`src/shared/ots_pkg.sv`:
```
// Shared constants, types and register map of the output transient sequencer
package ots_pkg;

  ////////////////////////////////////////////////////////////////////////////
  // Bus widths
  localparam int ADDR_W = 8;
  localparam int DATA_W = 32;

  ////////////////////////////////////////////////////////////////////////////
  // Register byte offsets
  localparam logic [ADDR_W-1:0] OFS_CTRL     = 8'h00;
  localparam logic [ADDR_W-1:0] OFS_CFG      = 8'h04;
  localparam logic [ADDR_W-1:0] OFS_SYNC_PH  = 8'h08;
  localparam logic [ADDR_W-1:0] OFS_PCOUNT   = 8'h0C;
  localparam logic [ADDR_W-1:0] OFS_PPERIOD  = 8'h10;
  localparam logic [ADDR_W-1:0] OFS_PDUTY    = 8'h14;
  localparam logic [ADDR_W-1:0] OFS_PWIDTH   = 8'h18;
  localparam logic [ADDR_W-1:0] OFS_LCOUNT   = 8'h1C;
  localparam logic [ADDR_W-1:0] OFS_STATUS   = 8'h20;
  localparam logic [ADDR_W-1:0] OFS_LPTR     = 8'h24;
  localparam logic [ADDR_W-1:0] OFS_LDATA    = 8'h28;
  localparam logic [ADDR_W-1:0] OFS_IMM_BASE = 8'h40;  // One word per function
  localparam logic [ADDR_W-1:0] OFS_TRG_BASE = 8'h60;  // One word per function
  localparam logic [ADDR_W-1:0] OFS_LEN_BASE = 8'h80;  // Functions, then dwell list
  localparam logic [ADDR_W-1:0] OFS_OUT_BASE = 8'hA0;  // Present output levels
  localparam int              WORD_BYTES   = 4;

  ////////////////////////////////////////////////////////////////////////////
  // Control register command bits (write only, self clearing)
  localparam int CTL_ARM   = 0;
  localparam int CTL_ABORT = 1;
  localparam int CTL_TRIG  = 2;
  localparam int CTL_SAVE  = 3;
  localparam int CTL_CLR   = 4;

  ////////////////////////////////////////////////////////////////////////////
  // Status register fields
  localparam int ST_STATE_LSB = 0;
  localparam int ST_ERR_BIT   = 4;
  localparam int ST_EXEC_BIT  = 5;
  localparam int ST_SAVED_BIT = 6;
  localparam int ST_SREF_BIT  = 7;

  ////////////////////////////////////////////////////////////////////////////
  // List pointer fields: select in upper bits, point index below
  localparam int PTR_IDX_W   = 5;
  localparam int PTR_SEL_LSB = 5;
  localparam int PTR_SEL_W   = 2;

  ////////////////////////////////////////////////////////////////////////////
  // Transient modes and configuration word
  typedef enum logic [1:0] {
    MODE_FIXED = 2'h0,
    MODE_STEP  = 2'h1,
    MODE_PULSE = 2'h2,
    MODE_LIST  = 2'h3
  } ots_mode_t;

  typedef struct packed {
    logic      sync_phase;  // 1: start on phase angle
    logic      step_once;   // 1: trigger paced list
    logic      continuous;  // 1: re-arm after each action
    logic      src_imm;     // 1: immediate trigger source, 0: bus
    ots_mode_t mode;
  } ots_cfg_t;

  localparam int       CFG_W   = $bits(ots_cfg_t);
  localparam ots_cfg_t CFG_RST = '{sync_phase: 1'b0, step_once: 1'b0, continuous: 1'b0,
                                   src_imm: 1'b0, mode: MODE_FIXED};

  ////////////////////////////////////////////////////////////////////////////
  // Trigger state machine, Gray coded along idle-init-delay-output-dwell
  typedef enum logic [2:0] {
    ST_IDLE   = 3'h0,
    ST_INIT   = 3'h1,
    ST_DELAY  = 3'h3,
    ST_OUTPUT = 3'h2,
    ST_DWELL  = 3'h6
  } ots_state_t;

  ////////////////////////////////////////////////////////////////////////////
  // Reset values and scale constants
  localparam logic [15:0] LCOUNT_RST  = 16'h0001;
  localparam logic [15:0] PCOUNT_RST  = 16'h0001;
  localparam logic [15:0] PPERIOD_RST = 16'h0002;
  localparam logic [6:0]  PDUTY_RST   = 7'h32;
  localparam logic [15:0] PWIDTH_RST  = 16'h0001;
  localparam int          PCT_FULL    = 100;
  localparam int          PHASE_W     = 9;

  ////////////////////////////////////////////////////////////////////////////
  // Timing: one dwell and pulse tick per microsecond
  localparam int CLK_PERIOD_NS = 10;
  localparam int TICK_NS       = 1000;
  localparam int TICK_CYC      = (TICK_NS + CLK_PERIOD_NS - 1) / CLK_PERIOD_NS;

endpackage

```
`src/design/ots_sequencer.sv`:
```
// Output transient sequencer: step, pulse and list transients with trigger state machine
`timescale 1ns/1ps
module ots_sequencer
  import ots_pkg::*;
#(
  parameter int NUM_FUNC   = 2,
  parameter int LVL_W      = 16,
  parameter int LIST_DEPTH = 32,
  parameter int TICK_DIV   = TICK_CYC
) (
  // Clock and reset
  input  wire logic                           clk,
  input  wire logic                           sys_rst,
  // Register port
  input  wire logic [ADDR_W-1:0]              reg_addr,
  input  wire logic [DATA_W-1:0]              reg_wdata,
  input  wire logic                           reg_we,
  input  wire logic                           reg_re,
  output logic      [DATA_W-1:0]              reg_rdata,
  // Internal phase reference in degrees
  input  wire logic [PHASE_W-1:0]             phase_ref,
  // Function outputs and status
  output logic      [NUM_FUNC-1:0][LVL_W-1:0] func_level,
  output logic      [2:0]                     seq_state,
  output logic                                save_strobe
);

  localparam int NLIST = NUM_FUNC + 1;  // Function lists then the dwell list
  localparam int DWL   = NUM_FUNC;
  localparam int LEN_W = PTR_IDX_W + 1;
  localparam int TCK_W = $clog2(TICK_DIV + 1);

  // Refuse sizes that the pointer select, index and level fields cannot serve
  if (NUM_FUNC < 1 || NUM_FUNC + 1 > 2 ** PTR_SEL_W || LIST_DEPTH < 1 || LIST_DEPTH > 2 ** PTR_IDX_W
      || LVL_W < 1 || LVL_W > 16 || TICK_DIV < 1) begin : g_bad_param
    $error("ots_sequencer: unsupported parameter values");
  end

  ////////////////////////////////////////////////////////////////////////////
  // Registers and state
  ots_cfg_t                         cfg_r;
  logic [PHASE_W-1:0]               sync_ph_r;
  logic [15:0]                      pcount_r;
  logic [15:0]                      pperiod_r;
  logic [6:0]                       pulse_duty_percent_r;
  logic [15:0]                      pwidth_r;
  logic                             width_sel_r;
  logic [15:0]                      lcount_r;
  logic [PTR_SEL_W+PTR_IDX_W-1:0]   lptr_r;
  logic [NLIST-1:0][LIST_DEPTH-1:0][LVL_W-1:0] list_mem_r;
  logic [NLIST-1:0][LEN_W-1:0]      len_r;
  logic [NUM_FUNC-1:0][LVL_W-1:0]   imm_r;
  logic [NUM_FUNC-1:0][LVL_W-1:0]   trg_r;
  logic [NUM_FUNC-1:0][LVL_W-1:0]   out_r;
  ots_state_t                       state_r;
  logic [PTR_IDX_W-1:0]             idx_r;
  logic [15:0]                      rep_r;
  logic [15:0]                      pdone_r;
  logic [15:0]                      tcnt_r;
  logic                             err_r;
  logic                             exec_r;
  logic                             saved_r;
  logic                             sref_r;
  logic                             save_r;
  logic [TCK_W-1:0]                 div_r;
  logic                             tick_r;
  logic [DATA_W-1:0]                rdata_r;

  ////////////////////////////////////////////////////////////////////////////
  // Address decode into write strobes
  logic                  wr_ctrl, wr_cfg, wr_sph, wr_pcnt, wr_pper, wr_pduty, wr_pwid, wr_lcnt, wr_lptr, wr_ldat;
  logic [NUM_FUNC-1:0]   wr_imm, wr_trg;
  logic [NLIST-1:0]      wr_len;

  always_comb begin
    wr_ctrl  = 1'b0;
    wr_cfg   = 1'b0;
    wr_sph   = 1'b0;
    wr_pcnt  = 1'b0;
    wr_pper  = 1'b0;
    wr_pduty = 1'b0;
    wr_pwid  = 1'b0;
    wr_lcnt  = 1'b0;
    wr_lptr  = 1'b0;
    wr_ldat  = 1'b0;
    wr_imm   = '0;
    wr_trg   = '0;
    wr_len   = '0;
    if (reg_we) begin
      if (reg_addr == OFS_CTRL) wr_ctrl = 1'b1;
      else if (reg_addr == OFS_CFG) wr_cfg = 1'b1;
      else if (reg_addr == OFS_SYNC_PH) wr_sph = 1'b1;
      else if (reg_addr == OFS_PCOUNT) wr_pcnt = 1'b1;
      else if (reg_addr == OFS_PPERIOD) wr_pper = 1'b1;
      else if (reg_addr == OFS_PDUTY) wr_pduty = 1'b1;
      else if (reg_addr == OFS_PWIDTH) wr_pwid = 1'b1;
      else if (reg_addr == OFS_LCOUNT) wr_lcnt = 1'b1;
      else if (reg_addr == OFS_LPTR) wr_lptr = 1'b1;
      else if (reg_addr == OFS_LDATA) wr_ldat = 1'b1;
      for (int f = 0; f < NUM_FUNC; f++) begin
        if (reg_addr == OFS_IMM_BASE + ADDR_W'(WORD_BYTES * f)) wr_imm[f] = 1'b1;
        if (reg_addr == OFS_TRG_BASE + ADDR_W'(WORD_BYTES * f)) wr_trg[f] = 1'b1;
      end
      for (int l = 0; l < NLIST; l++) begin
        if (reg_addr == OFS_LEN_BASE + ADDR_W'(WORD_BYTES * l)) wr_len[l] = 1'b1;
      end
    end
  end

  // Commands from the control word
  logic cmd_arm, cmd_abort, cmd_trig, cmd_save, cmd_clr;
  assign cmd_arm   = wr_ctrl & reg_wdata[CTL_ARM];
  assign cmd_abort = wr_ctrl & reg_wdata[CTL_ABORT];
  assign cmd_trig  = wr_ctrl & reg_wdata[CTL_TRIG];
  assign cmd_save  = wr_ctrl & reg_wdata[CTL_SAVE];
  assign cmd_clr   = wr_ctrl & reg_wdata[CTL_CLR];

  ////////////////////////////////////////////////////////////////////////////
  // Configuration registers
  always_ff @(posedge clk) begin
    if (sys_rst) begin
      cfg_r                <= CFG_RST;
      sync_ph_r            <= '0;
      pcount_r             <= PCOUNT_RST;
      pperiod_r            <= PPERIOD_RST;
      pulse_duty_percent_r <= PDUTY_RST;
      pwidth_r             <= PWIDTH_RST;
      width_sel_r          <= 1'b0;
      lcount_r             <= LCOUNT_RST;
    end else begin
      if (wr_cfg) cfg_r <= ots_cfg_t'(reg_wdata[CFG_W-1:0]);
      if (wr_sph) sync_ph_r <= reg_wdata[PHASE_W-1:0];
      if (wr_pcnt) pcount_r <= reg_wdata[15:0];
      if (wr_pper) pperiod_r <= reg_wdata[15:0];
      if (wr_lcnt) lcount_r <= reg_wdata[15:0];
      // Last written of duty or width owns the high time
      if (wr_pduty) begin
        pulse_duty_percent_r <= reg_wdata[6:0];
        width_sel_r          <= 1'b0;
      end else if (wr_pwid) begin
        pwidth_r    <= reg_wdata[15:0];
        width_sel_r <= 1'b1;
      end
    end
  end

  ////////////////////////////////////////////////////////////////////////////
  // List storage, lengths and load pointer with auto increment
  always_ff @(posedge clk) begin
    if (sys_rst) begin
      lptr_r <= '0;
      len_r  <= '{default: LEN_W'(1)};
    end else begin
      if (wr_lptr) lptr_r <= reg_wdata[PTR_SEL_W+PTR_IDX_W-1:0];
      else if (wr_ldat) lptr_r[PTR_IDX_W-1:0] <= lptr_r[PTR_IDX_W-1:0] + 1'b1;
      for (int l = 0; l < NLIST; l++) begin
        if (wr_len[l] && reg_wdata[LEN_W-1:0] <= LEN_W'(LIST_DEPTH)) len_r[l] <= reg_wdata[LEN_W-1:0];
      end
    end
  end

  // Entries are plain storage without reset
  always_ff @(posedge clk) begin
    if (wr_ldat && 32'(lptr_r[PTR_SEL_LSB+:PTR_SEL_W]) < NLIST && 32'(lptr_r[PTR_IDX_W-1:0]) < LIST_DEPTH)
      list_mem_r[lptr_r[PTR_SEL_LSB+:PTR_SEL_W]][lptr_r[PTR_IDX_W-1:0]] <= reg_wdata[LVL_W-1:0];
  end

  ////////////////////////////////////////////////////////////////////////////
  // List length check: every list holds one entry or the common count
  logic [LEN_W-1:0] npts;
  logic             len_bad;

  always_comb begin
    npts    = '0;
    len_bad = 1'b0;
    for (int l = 0; l < NLIST; l++) begin
      if (len_r[l] > npts) npts = len_r[l];
    end
    for (int l = 0; l < NLIST; l++) begin
      if (len_r[l] == '0 || (len_r[l] != LEN_W'(1) && len_r[l] != npts)) len_bad = 1'b1;
    end
  end

  // Point values: a single entry list repeats its one value
  logic [NUM_FUNC-1:0][LVL_W-1:0] pt_val;
  logic [LVL_W-1:0]               dwell_cur;
  logic [PTR_IDX_W-1:0]           last_idx;

  always_comb begin
    for (int f = 0; f < NUM_FUNC; f++) begin
      pt_val[f] = list_mem_r[f][(len_r[f] == LEN_W'(1)) ? '0 : idx_r];
    end
    dwell_cur = list_mem_r[DWL][(len_r[DWL] == LEN_W'(1)) ? '0 : idx_r];
    last_idx  = PTR_IDX_W'(npts - 1'b1);
  end

  // Pulse high time from width or from duty times period
  logic [22:0] duty_prod;
  logic [15:0] high_ticks;
  assign duty_prod  = pperiod_r * pulse_duty_percent_r;
  assign high_ticks = width_sel_r ? pwidth_r : 16'(duty_prod / 23'(PCT_FULL));

  ////////////////////////////////////////////////////////////////////////////
  // Shared prescaled tick for dwell and pulse timing
  always_ff @(posedge clk) begin
    if (sys_rst) begin
      div_r  <= '0;
      tick_r <= 1'b0;
    end else if (div_r == TCK_W'(TICK_DIV - 1)) begin
      div_r  <= '0;
      tick_r <= 1'b1;
    end else begin
      div_r  <= div_r + 1'b1;
      tick_r <= 1'b0;
    end
  end

  ////////////////////////////////////////////////////////////////////////////
  // Trigger qualification and end of action target
  logic       trig_ok;
  ots_state_t done_st;
  logic [15:0] tnext;
  assign trig_ok = cfg_r.src_imm | cmd_trig;
  assign done_st = cfg_r.continuous ? ST_INIT : ST_IDLE;
  assign tnext   = tcnt_r + 1'b1;

  ////////////////////////////////////////////////////////////////////////////
  // Trigger state machine and function outputs
  always_ff @(posedge clk) begin
    if (sys_rst) begin
      state_r <= ST_IDLE;
      idx_r   <= '0;
      rep_r   <= '0;
      pdone_r <= '0;
      tcnt_r  <= '0;
      imm_r   <= '0;
      trg_r   <= '0;
      out_r   <= '0;
    end else begin
      for (int f = 0; f < NUM_FUNC; f++) begin
        if (wr_imm[f]) imm_r[f] <= reg_wdata[LVL_W-1:0];
        if (wr_trg[f]) trg_r[f] <= reg_wdata[LVL_W-1:0];
      end
      // Outside a transient non-list functions follow their immediate level
      if ((state_r == ST_IDLE || state_r == ST_INIT) && cfg_r.mode != MODE_LIST) out_r <= imm_r;
      if (cmd_abort) begin
        state_r <= ST_IDLE;
      end else begin
        case (state_r)
          ST_IDLE: begin
            // Triggers are not looked at here
            if (cmd_arm && !(cfg_r.mode == MODE_LIST && len_bad)) begin
              state_r <= ST_INIT;
              idx_r   <= '0;
              rep_r   <= 16'h0001;
            end
          end
          ST_INIT: begin
            if (trig_ok) state_r <= ST_DELAY;
          end
          ST_DELAY: begin
            if (!cfg_r.sync_phase || phase_ref == sync_ph_r) state_r <= ST_OUTPUT;
          end
          ST_OUTPUT: begin
            tcnt_r  <= '0;
            pdone_r <= '0;
            case (cfg_r.mode)
              MODE_STEP: begin
                out_r   <= trg_r;
                imm_r   <= trg_r;
                state_r <= done_st;
              end
              MODE_PULSE: begin
                out_r   <= trg_r;
                state_r <= ST_DWELL;
              end
              MODE_LIST: begin
                out_r   <= pt_val;
                state_r <= ST_DWELL;
              end
              default: state_r <= done_st;
            endcase
          end
          ST_DWELL: begin
            // Dwelling ignores triggers until the interval ends
            if (tick_r) begin
              tcnt_r <= tnext;
              if (cfg_r.mode == MODE_PULSE) begin
                if (tnext >= high_ticks) out_r <= imm_r;
                if (tnext >= pperiod_r) begin
                  tcnt_r  <= '0;
                  pdone_r <= pdone_r + 1'b1;
                  if (pdone_r + 1'b1 >= pcount_r) begin
                    out_r   <= imm_r;
                    state_r <= done_st;
                  end else begin
                    out_r <= trg_r;
                  end
                end
              end else if (tnext >= dwell_cur) begin
                if (idx_r == last_idx) begin
                  idx_r <= '0;
                  if (rep_r >= lcount_r) begin
                    state_r <= done_st;
                  end else begin
                    rep_r   <= rep_r + 1'b1;
                    state_r <= cfg_r.step_once ? ST_INIT : ST_OUTPUT;
                  end
                end else begin
                  idx_r   <= idx_r + 1'b1;
                  state_r <= cfg_r.step_once ? ST_INIT : ST_OUTPUT;
                end
              end
            end
          end
          default: state_r <= ST_IDLE;
        endcase
      end
    end
  end

  ////////////////////////////////////////////////////////////////////////////
  // Error, executed and save flags; a set wins over a clear
  logic list_done;
  assign list_done = (state_r == ST_DWELL) && (cfg_r.mode == MODE_LIST) && !cmd_abort && tick_r
                     && tnext >= dwell_cur && idx_r == last_idx && rep_r >= lcount_r;

  always_ff @(posedge clk) begin
    if (sys_rst) begin
      err_r   <= 1'b0;
      exec_r  <= 1'b0;
      saved_r <= 1'b0;
      sref_r  <= 1'b0;
      save_r  <= 1'b0;
    end else begin
      save_r <= cmd_save & exec_r;
      if (state_r == ST_IDLE && cmd_arm && !cmd_abort && cfg_r.mode == MODE_LIST && len_bad) err_r <= 1'b1;
      else if (cmd_clr) err_r <= 1'b0;
      if (list_done) exec_r <= 1'b1;
      else if (wr_ldat || wr_len != '0) exec_r <= 1'b0;
      if (cmd_save && exec_r) saved_r <= 1'b1;
      else if (cmd_clr) saved_r <= 1'b0;
      if (cmd_save && !exec_r) sref_r <= 1'b1;
      else if (cmd_clr) sref_r <= 1'b0;
    end
  end

  ////////////////////////////////////////////////////////////////////////////
  // Read data, valid in the cycle after the read strobe
  always_ff @(posedge clk) begin
    if (sys_rst) begin
      rdata_r <= '0;
    end else if (reg_re) begin
      rdata_r <= '0;
      if (reg_addr == OFS_CFG) rdata_r[CFG_W-1:0] <= cfg_r;
      else if (reg_addr == OFS_SYNC_PH) rdata_r[PHASE_W-1:0] <= sync_ph_r;
      else if (reg_addr == OFS_PCOUNT) rdata_r[15:0] <= pcount_r;
      else if (reg_addr == OFS_PPERIOD) rdata_r[15:0] <= pperiod_r;
      else if (reg_addr == OFS_PDUTY) rdata_r[6:0] <= pulse_duty_percent_r;
      else if (reg_addr == OFS_PWIDTH) rdata_r[15:0] <= pwidth_r;
      else if (reg_addr == OFS_LCOUNT) rdata_r[15:0] <= lcount_r;
      else if (reg_addr == OFS_LPTR) rdata_r[PTR_SEL_W+PTR_IDX_W-1:0] <= lptr_r;
      else if (reg_addr == OFS_STATUS) begin
        rdata_r[ST_STATE_LSB+:3] <= state_r;
        rdata_r[ST_ERR_BIT]      <= err_r;
        rdata_r[ST_EXEC_BIT]     <= exec_r;
        rdata_r[ST_SAVED_BIT]    <= saved_r;
        rdata_r[ST_SREF_BIT]     <= sref_r;
      end
      for (int f = 0; f < NUM_FUNC; f++) begin
        if (reg_addr == OFS_IMM_BASE + ADDR_W'(WORD_BYTES * f)) rdata_r[LVL_W-1:0] <= imm_r[f];
        if (reg_addr == OFS_TRG_BASE + ADDR_W'(WORD_BYTES * f)) rdata_r[LVL_W-1:0] <= trg_r[f];
        if (reg_addr == OFS_OUT_BASE + ADDR_W'(WORD_BYTES * f)) rdata_r[LVL_W-1:0] <= out_r[f];
      end
      for (int l = 0; l < NLIST; l++) begin
        if (reg_addr == OFS_LEN_BASE + ADDR_W'(WORD_BYTES * l)) rdata_r[LEN_W-1:0] <= len_r[l];
      end
    end
  end

  ////////////////////////////////////////////////////////////////////////////
  // Outputs straight from flip-flops
  assign reg_rdata   = rdata_r;
  assign func_level  = out_r;
  assign seq_state   = state_r;
  assign save_strobe = save_r;

endmodule

```
`config.mk`:
```
export PLATFORM = sky130hd
export DESIGN_NAME = ots_sequencer
export DESIGN_NICKNAME = d
export VERILOG_FILES = /design/src/shared/ots_pkg.sv /design/src/design/ots_sequencer.sv
export SDC_FILE = /design/constraint.sdc
export NUM_CORES = 2
export LEC_CHECK = 0
export ABC_AREA = 1
export BUFFER_PORTS_ARGS = -buffer_cell sky130_fd_sc_hd__clkbuf_2
export CAP_MARGIN = 10
export CORE_MARGIN = 5
export CORE_UTILIZATION = 60
export DETAILED_ROUTE_END_ITERATION = 8
export HOLD_SLACK_MARGIN = 0.08
export PLACE_DENSITY_LB_ADDON = 0.08
export SYNTH_ARGS = -nofsm -noshare
export SYNTH_HDL_FRONTEND = slang
export SYNTH_SLANG_ARGS = --single-unit
```
`constraint.sdc`:
```
create_clock -name clk -period 30.6 [get_ports clk]
set_input_delay 3.06 -clock clk [delete_from_list [all_inputs] [get_ports clk]]
set_output_delay 3.06 -clock clk [all_outputs]
set_load 0.02 [all_outputs]
```
; Word-level counts from Yosys, hierarchy flattened
; Index checks and enable logic that the tools add are counted.
[classes]
bitwise_logic = 9
n_mux = 182
addsub = 7
reduce_logical = 58
eq_ne = 52
div = 1
multipliers = 1
order_cmp = 17
[ops]
columns = cell, count
row1 = $bwmux 1536, 1
row2 = $demux 512 s2, 1
row3 = $mux 512, 1
row4 = $mux 16, 30
row5 = $mux 32, 10
row6 = $bmux 16 s5, 3
row7 = $pmux 32 s2, 2
row8 = $pmux 16 s2, 3
row9 = $mux 1, 85
row10 = $demux 16 s5, 1
row11 = $ge 16x16->1, 5
row12 = $mux 5, 10
row13 = $add 16x1->16 const B, 3
row14 = $mux 3, 14
row15 = $mux 6, 7
row16 = $eq 8x8->1 const B, 5
row17 = $eq 8x5->1 const B, 4
row18 = $eq 8x7->1 const B, 4
row19 = $eq 8x6->1 const B, 3
row20 = $logic_and 1x1->1, 24
row21 = $lt 5x6->1 const B, 4
row22 = $div 23x7->23 const B, 1
row23 = $mul 16x7->23, 1
row24 = $ne 2x2->1 const B, 10
row25 = other kinds (50), 95
[word_totals]
register_bits = 1829
elab_cells = 459
in_bits = 53
out_inout_bits = 68

; Logic depth before layout (Yosys ltp)
[logic_depth]
word_depth = 21
ltp_mapped = 125
depth_no_buf = 122

; Least setup slack after synthesis
; Ideal clock, no wire load.
[synth_timing]
kind = register to register
startpoint = register pulse_duty_percent_r[6]
endpoint = register out_r (netlist bit func_level[20])
setup_ns = 0.117
synth_period_minus_slack_ns = 12.368
arrival_ns = 12.251
path_buffers = 3
path_slack_ns = 18.232
stages_incl_launch_ff = 105
t_required_ns = 30.483
path_cell_list = dfxtp_1 > clkbuf_1 > clkbuf_1 > nand2_1 > fa_1 > fa_1 > inv_1 > fa_1 > inv_1 > fa_1 > inv_1 > ha_1 > nand2_1 > nand2_1 > nand2_1 > nand2_1 > nand2_1 > nand2_1 > (+69 left out) > nand2_1 > nand2_1 > nand3_1 > a21oi_2 > ha_1 > inv_1 > a21oi_1 > nor2_1 > a211oi_1 > o221ai_1 > nand2_1 > nand3_1 > clkbuf_1 > o21ai_0 > a21oi_1 > o311ai_0 > o21ai_0 > a32o_1
[synth_via]
elab_chain_cells = 10
[synth_rtl]
columns = item, line
row1 = from (decl), ots_sequencer.sv:45  ; logic [6:0] pulse_duty_percent_r;
row2 = from (signal assigned), ots_sequencer.sv:138  ; pulse_duty_percent_r <= reg_wdata[6:0];
row3 = $mul 16x7->23, ots_sequencer.sv:200  ; assign duty_prod = pperiod_r * pulse_duty_percent_r;
row4 = $div 23x7->23, ots_sequencer.sv:201  ; assign high_ticks = width_sel_r ? pwidth_r : 16'(duty_prod / 23'(PCT_FULL));
row5 = $mux 16, ots_sequencer.sv:201
row6 = $ge 16x16->1, ots_sequencer.sv:289  ; if (tnext >= high_ticks) out_r <= imm_r;
row7 = $mux 32, ots_sequencer.sv:289
row8 = $mux 32, ots_sequencer.sv:290  ; if (tnext >= pperiod_r) begin
row9 = $mux 32, ots_sequencer.sv:288  ; if (cfg_r.mode == MODE_PULSE) begin
row10 = $mux 32, ots_sequencer.sv:286  ; if (tick_r) begin
row11 = $pmux 32 s2, ots_sequencer.sv:249  ; case (state_r)
row12 = $mux 32, ots_sequencer.sv:246  ; if (cmd_abort) begin
row13 = to (signal assigned), ots_sequencer.sv:245  ; if ((state_r == ST_IDLE || state_r == ST_INIT) && cfg_r.mode != MODE_LIST) out_r <= imm_r;
row14 = to (signal assigned), ots_sequencer.sv:289
row15 = to (signal assigned), ots_sequencer.sv:294  ; out_r <= imm_r;
row16 = to (decl), ots_sequencer.sv:54  ; logic [NUM_FUNC-1:0][LVL_W-1:0] out_r;
; No other way between the ends.
; A chain may end at the register's enable or synchronous reset.

; Worst setup path after layout
[layout_timing]
startpoint = register pulse_duty_percent_r[2]
endpoint = register out_r (netlist bit func_level[20])
; Same word-level chain as after synthesis.

==> run_results.csv <==
group,metric,value,unit
cts,clock_latency,840,ps
drt,drt_first_pass_iters,6,
cts,cts_sinks,1829,
timing,period_minus_slack,14870,ps
cts,cts_buffers,184,
hold_path,hold_class,"flip-flop to flip-flop",
drt,via_count,63800,
drt,met1_length,98300,um
global_routing,grt-ovfl-total,0,
power,ir_worst_vdd,0.0000510,V
setup_path,critPathKind,"flip-flop to flip-flop",
run_status,status,"finished clean",
setup_path,arrival,15580,ps
timing,period_share,0.486,
setup_path,crit_path_end,"func_level[20]",
synth,ys.flop_type,"edfxtp_1",
timing,hold_ws,465,ps
synth,synth_cell_types,63,
power,power,5.14,mW
drt,drt_iter0_markers,7298,
cells_and_area,layout_common_cells,"1789 x nand2_1, 1536 x edfxtp_1, 594 x inv_1",
cells_and_area,utilization,0.664,
global_routing,grt_pass1_vias,59200,
power,power_frac_seq,0.525,
synth,synth_top_cell_by_area,"edfxtp_1",
timing,rsz0062_at_grt,"false",
cts,htreeDepth,4,
floorplanning,die_area,0.150,mm2
cells_and_area,drive_above_1_share,0.100,
place,dp_hpwl,150000,um
timing,fmax,0.0673,GHz
power,power_frac_comb,0.038,
timing,skew,45.5,ps
synth,async_flop_share,0,
place,pre_cts_slack,15740,ps
cells_and_area,area_growth,10.0,%
global_routing,grt_pass1_wl,364000,um
floorplanning,initial_core_util,0.603,
cells_and_area,nets,8501,
drt,vias_per_cell,6.21,
timing,setup_viol,0,
floorplanning,core.rowCount,138,
power,sw_frac_of_total,0.218,
floorplanning,die_h,387,um
synth,synth_area_per_cell,10.3,um2
drt,wl_per_cell,23.7,um
power,power.density,54.7,mW/mm2
setup_path,cp.required,31320,ps
global_routing,antenna_found_initial,7,
global_routing,grt_max_degree,208,
floorplanning,die_x,387,um
job,drv_cap,0,
setup_path,cpMostUsedCell,"nand2_2",
drt,maxUsedRoutingLayer,"met5",
cts,post_cts_buffers,0,
setup_path,slowest_stage,"dfxtp_1",
timing,hold_viol,0,
synth,yosys.area.top_type_share,0.540,
setup_path,path_max_fanout,61,
timing,timing.final.ws_setup,15730,ps
place,place.gp.congestion,0.918,
cells_and_area,layout_commonest_cell,"nand2_1",
power,leakage,34.3,nW
setup_path,reg2reg_from,"pulse_duty_percent_r[2]",
cts,cts_tree,"yes",
global_routing,grt_use_total,0.316,
place,io_buffers,88,
synth,synth_cells,8272,
cts,clockBufferDepth,3,
drt,drt_wl_total,244000,um
cts,cts_root_buffer,"clkbuf_16",
synth,synth-edff-count,1536,
cts,cts_hold_buf,0,
synth,syn-cell-area,0.0854,mm2
drt,wl_met3,25500,um
synth,synth-seq-cells,1829,
synth,ys_seq_area_frac,0.609,
setup_path,worstSetupStartpointType,"flip-flop",
floorplanning,fp.coreArea,0.142,mm2
power,p_clk_frac,0.437,
timing,setup_tns,0,ps
timing,drv_slew,0,
cts,cts.clk_slew.worst_paths,60,ps
floorplanning,boundaryPins,121,
setup_path,r2r-end,"func_level[20]",
timing,maxSlewHeadroom,0.127,
drt,dr_wl_met2,112000,um
setup_path,end_kind,"flip-flop",
setup_path,r2r_slack,15730,ps
drt,ant_nets,0,
cells_and_area,nFillCells,10800,
synth,yosysWarnings,0,
setup_path,crit_start,"pulse_duty_percent_r[2]",
synth,synthTopCellsByArea,"edfxtp_1 54%, nand2_1 7.9%, dfxtp_1 6.9%",
power,p_int,4.02,mW
power,power.switching,1.12,mW
setup_path,slowest_delay,870,ps
cts,post_cts_resize_count,0,
drt,drc,0,
timing,tightest_slew,1300,ps
setup_path,worstRegToRegCells,99,
## area by class of cell
cell class                      count  area, um2  area share
Antenna cell                        2       5.00   0.0000533
Clock buffer                      230       4880      0.0519
Clock inverter                    106       1140      0.0122
Inverter                          631       2400      0.0255
Multi-Input combinational cell   5302      29200       0.311
Sequential cell                  1829      52000       0.553
Tap cell                         1890       2360      0.0252
Timing Repair Buffer              284       1990      0.0212
## critical path, delay by kind of cell (launching register included)
family	cells	cell delay, ps
AOI/OAI and AO/OA	13	2220
and+or+nand+nor	73	7890
buffers and inverters	6	670
adders and majority gates	6	2560
xor gates and xnor gates	1	420
DFF	1	870
## layer usage
layer | vias up | track usage
li1 | 29300 | -
met1 | 30800 | 0.447
met2 | 3181 | 0.492
met3 | 487 | 0.0644
met4 | 2 | 0.108
met5 | - | 0
## stage by stage
stage	area, um2	cells
6_report	94000	10300
3_5_place_dp	87900	9930
5_1_grt	94000	10300
2_1_floorplan	85500	8287
4_1_cts	93900	10300
3_3_place_gp	87900	9930
## synth_stat cells, drive strengths merged, types with 3 or more instances
master,n
a2111oi,5
a211oi,10
a21boi,3
a21o,3
a21oi,541
a221o,3
a221oi,74
a22oi,15
a311oi,193
a31o,8
a31oi,29
a32oi,15
a41oi,3
buf,48
clkbuf,477
clkinv,12
dfxtp,293
edfxtp,1536
fa,69
ha,147
inv,619
mux2i,16
nand2,1876
nand3,454
nand3b,4
nand4,47
nor2,563
nor3,68
nor3b,10
nor4,8
o2111ai,17
o211ai,233
o21a,17
o21ai,468
o21bai,10
o221ai,13
o22ai,40
o311ai,64
o31ai,60
o32ai,4
or2,126
xnor2,26
xor2,34
## logic make-up (layout without fill, tap and decap cells)
group	after synthesis	in the layout	share of synthesized area
simple gates	3162	3162	0.158
compound gates	1832	1832	0.136
flops	1829	1829	0.609
buf+inv	1156	1251	0.0515
fa+ha+maj	216	216	0.0377
xor+xnor	60	60	0.00615
mux	16	16	0.00187
other cells	1	18	0.0000439
## state kept, by name, summed over array words and instances, names as in the netlist, 16 cells and up
signal	count
tcnt_r	16
trg_r	32
lcount_r	16
imm_r	32
rep_r	16
func_level	32
len_r	18
pcount_r	16
reg_rdata	16
pwidth_r	16
pdone_r	16
list_mem_r	1536
pperiod_r	16
## power groups by stage
stage	registers, mW	clock network [mW]	logic, mW
after floorplan	2.75	0	0.109
after global placement	2.75	0	0.186
after detailed placement	2.75	0	0.190
after CTS	2.70	2.26	0.190
after global routing	2.70	2.38	0.210
final	2.70	2.25	0.195
## how the worst min path moves through the flow
stage | cells past startpoint | to | from | slack (ps)
final | 2 | reg_rdata[5] | reg_rdata[5] | 470
after global routing | 2 | cfg_r[4] | cfg_r[4] | 490
after CTS | 2 | reg_rdata[5] | reg_rdata[5] | 470
after detailed placement | 2 | reg_rdata[5] | reg_rdata[5] | 460
after global placement | 2 | reg_rdata[5] | reg_rdata[5] | 450
after floorplan | 2 | cfg_r[4] | cfg_r[4] | 440
No activity file was read; power rests on OpenSTA's default activity.
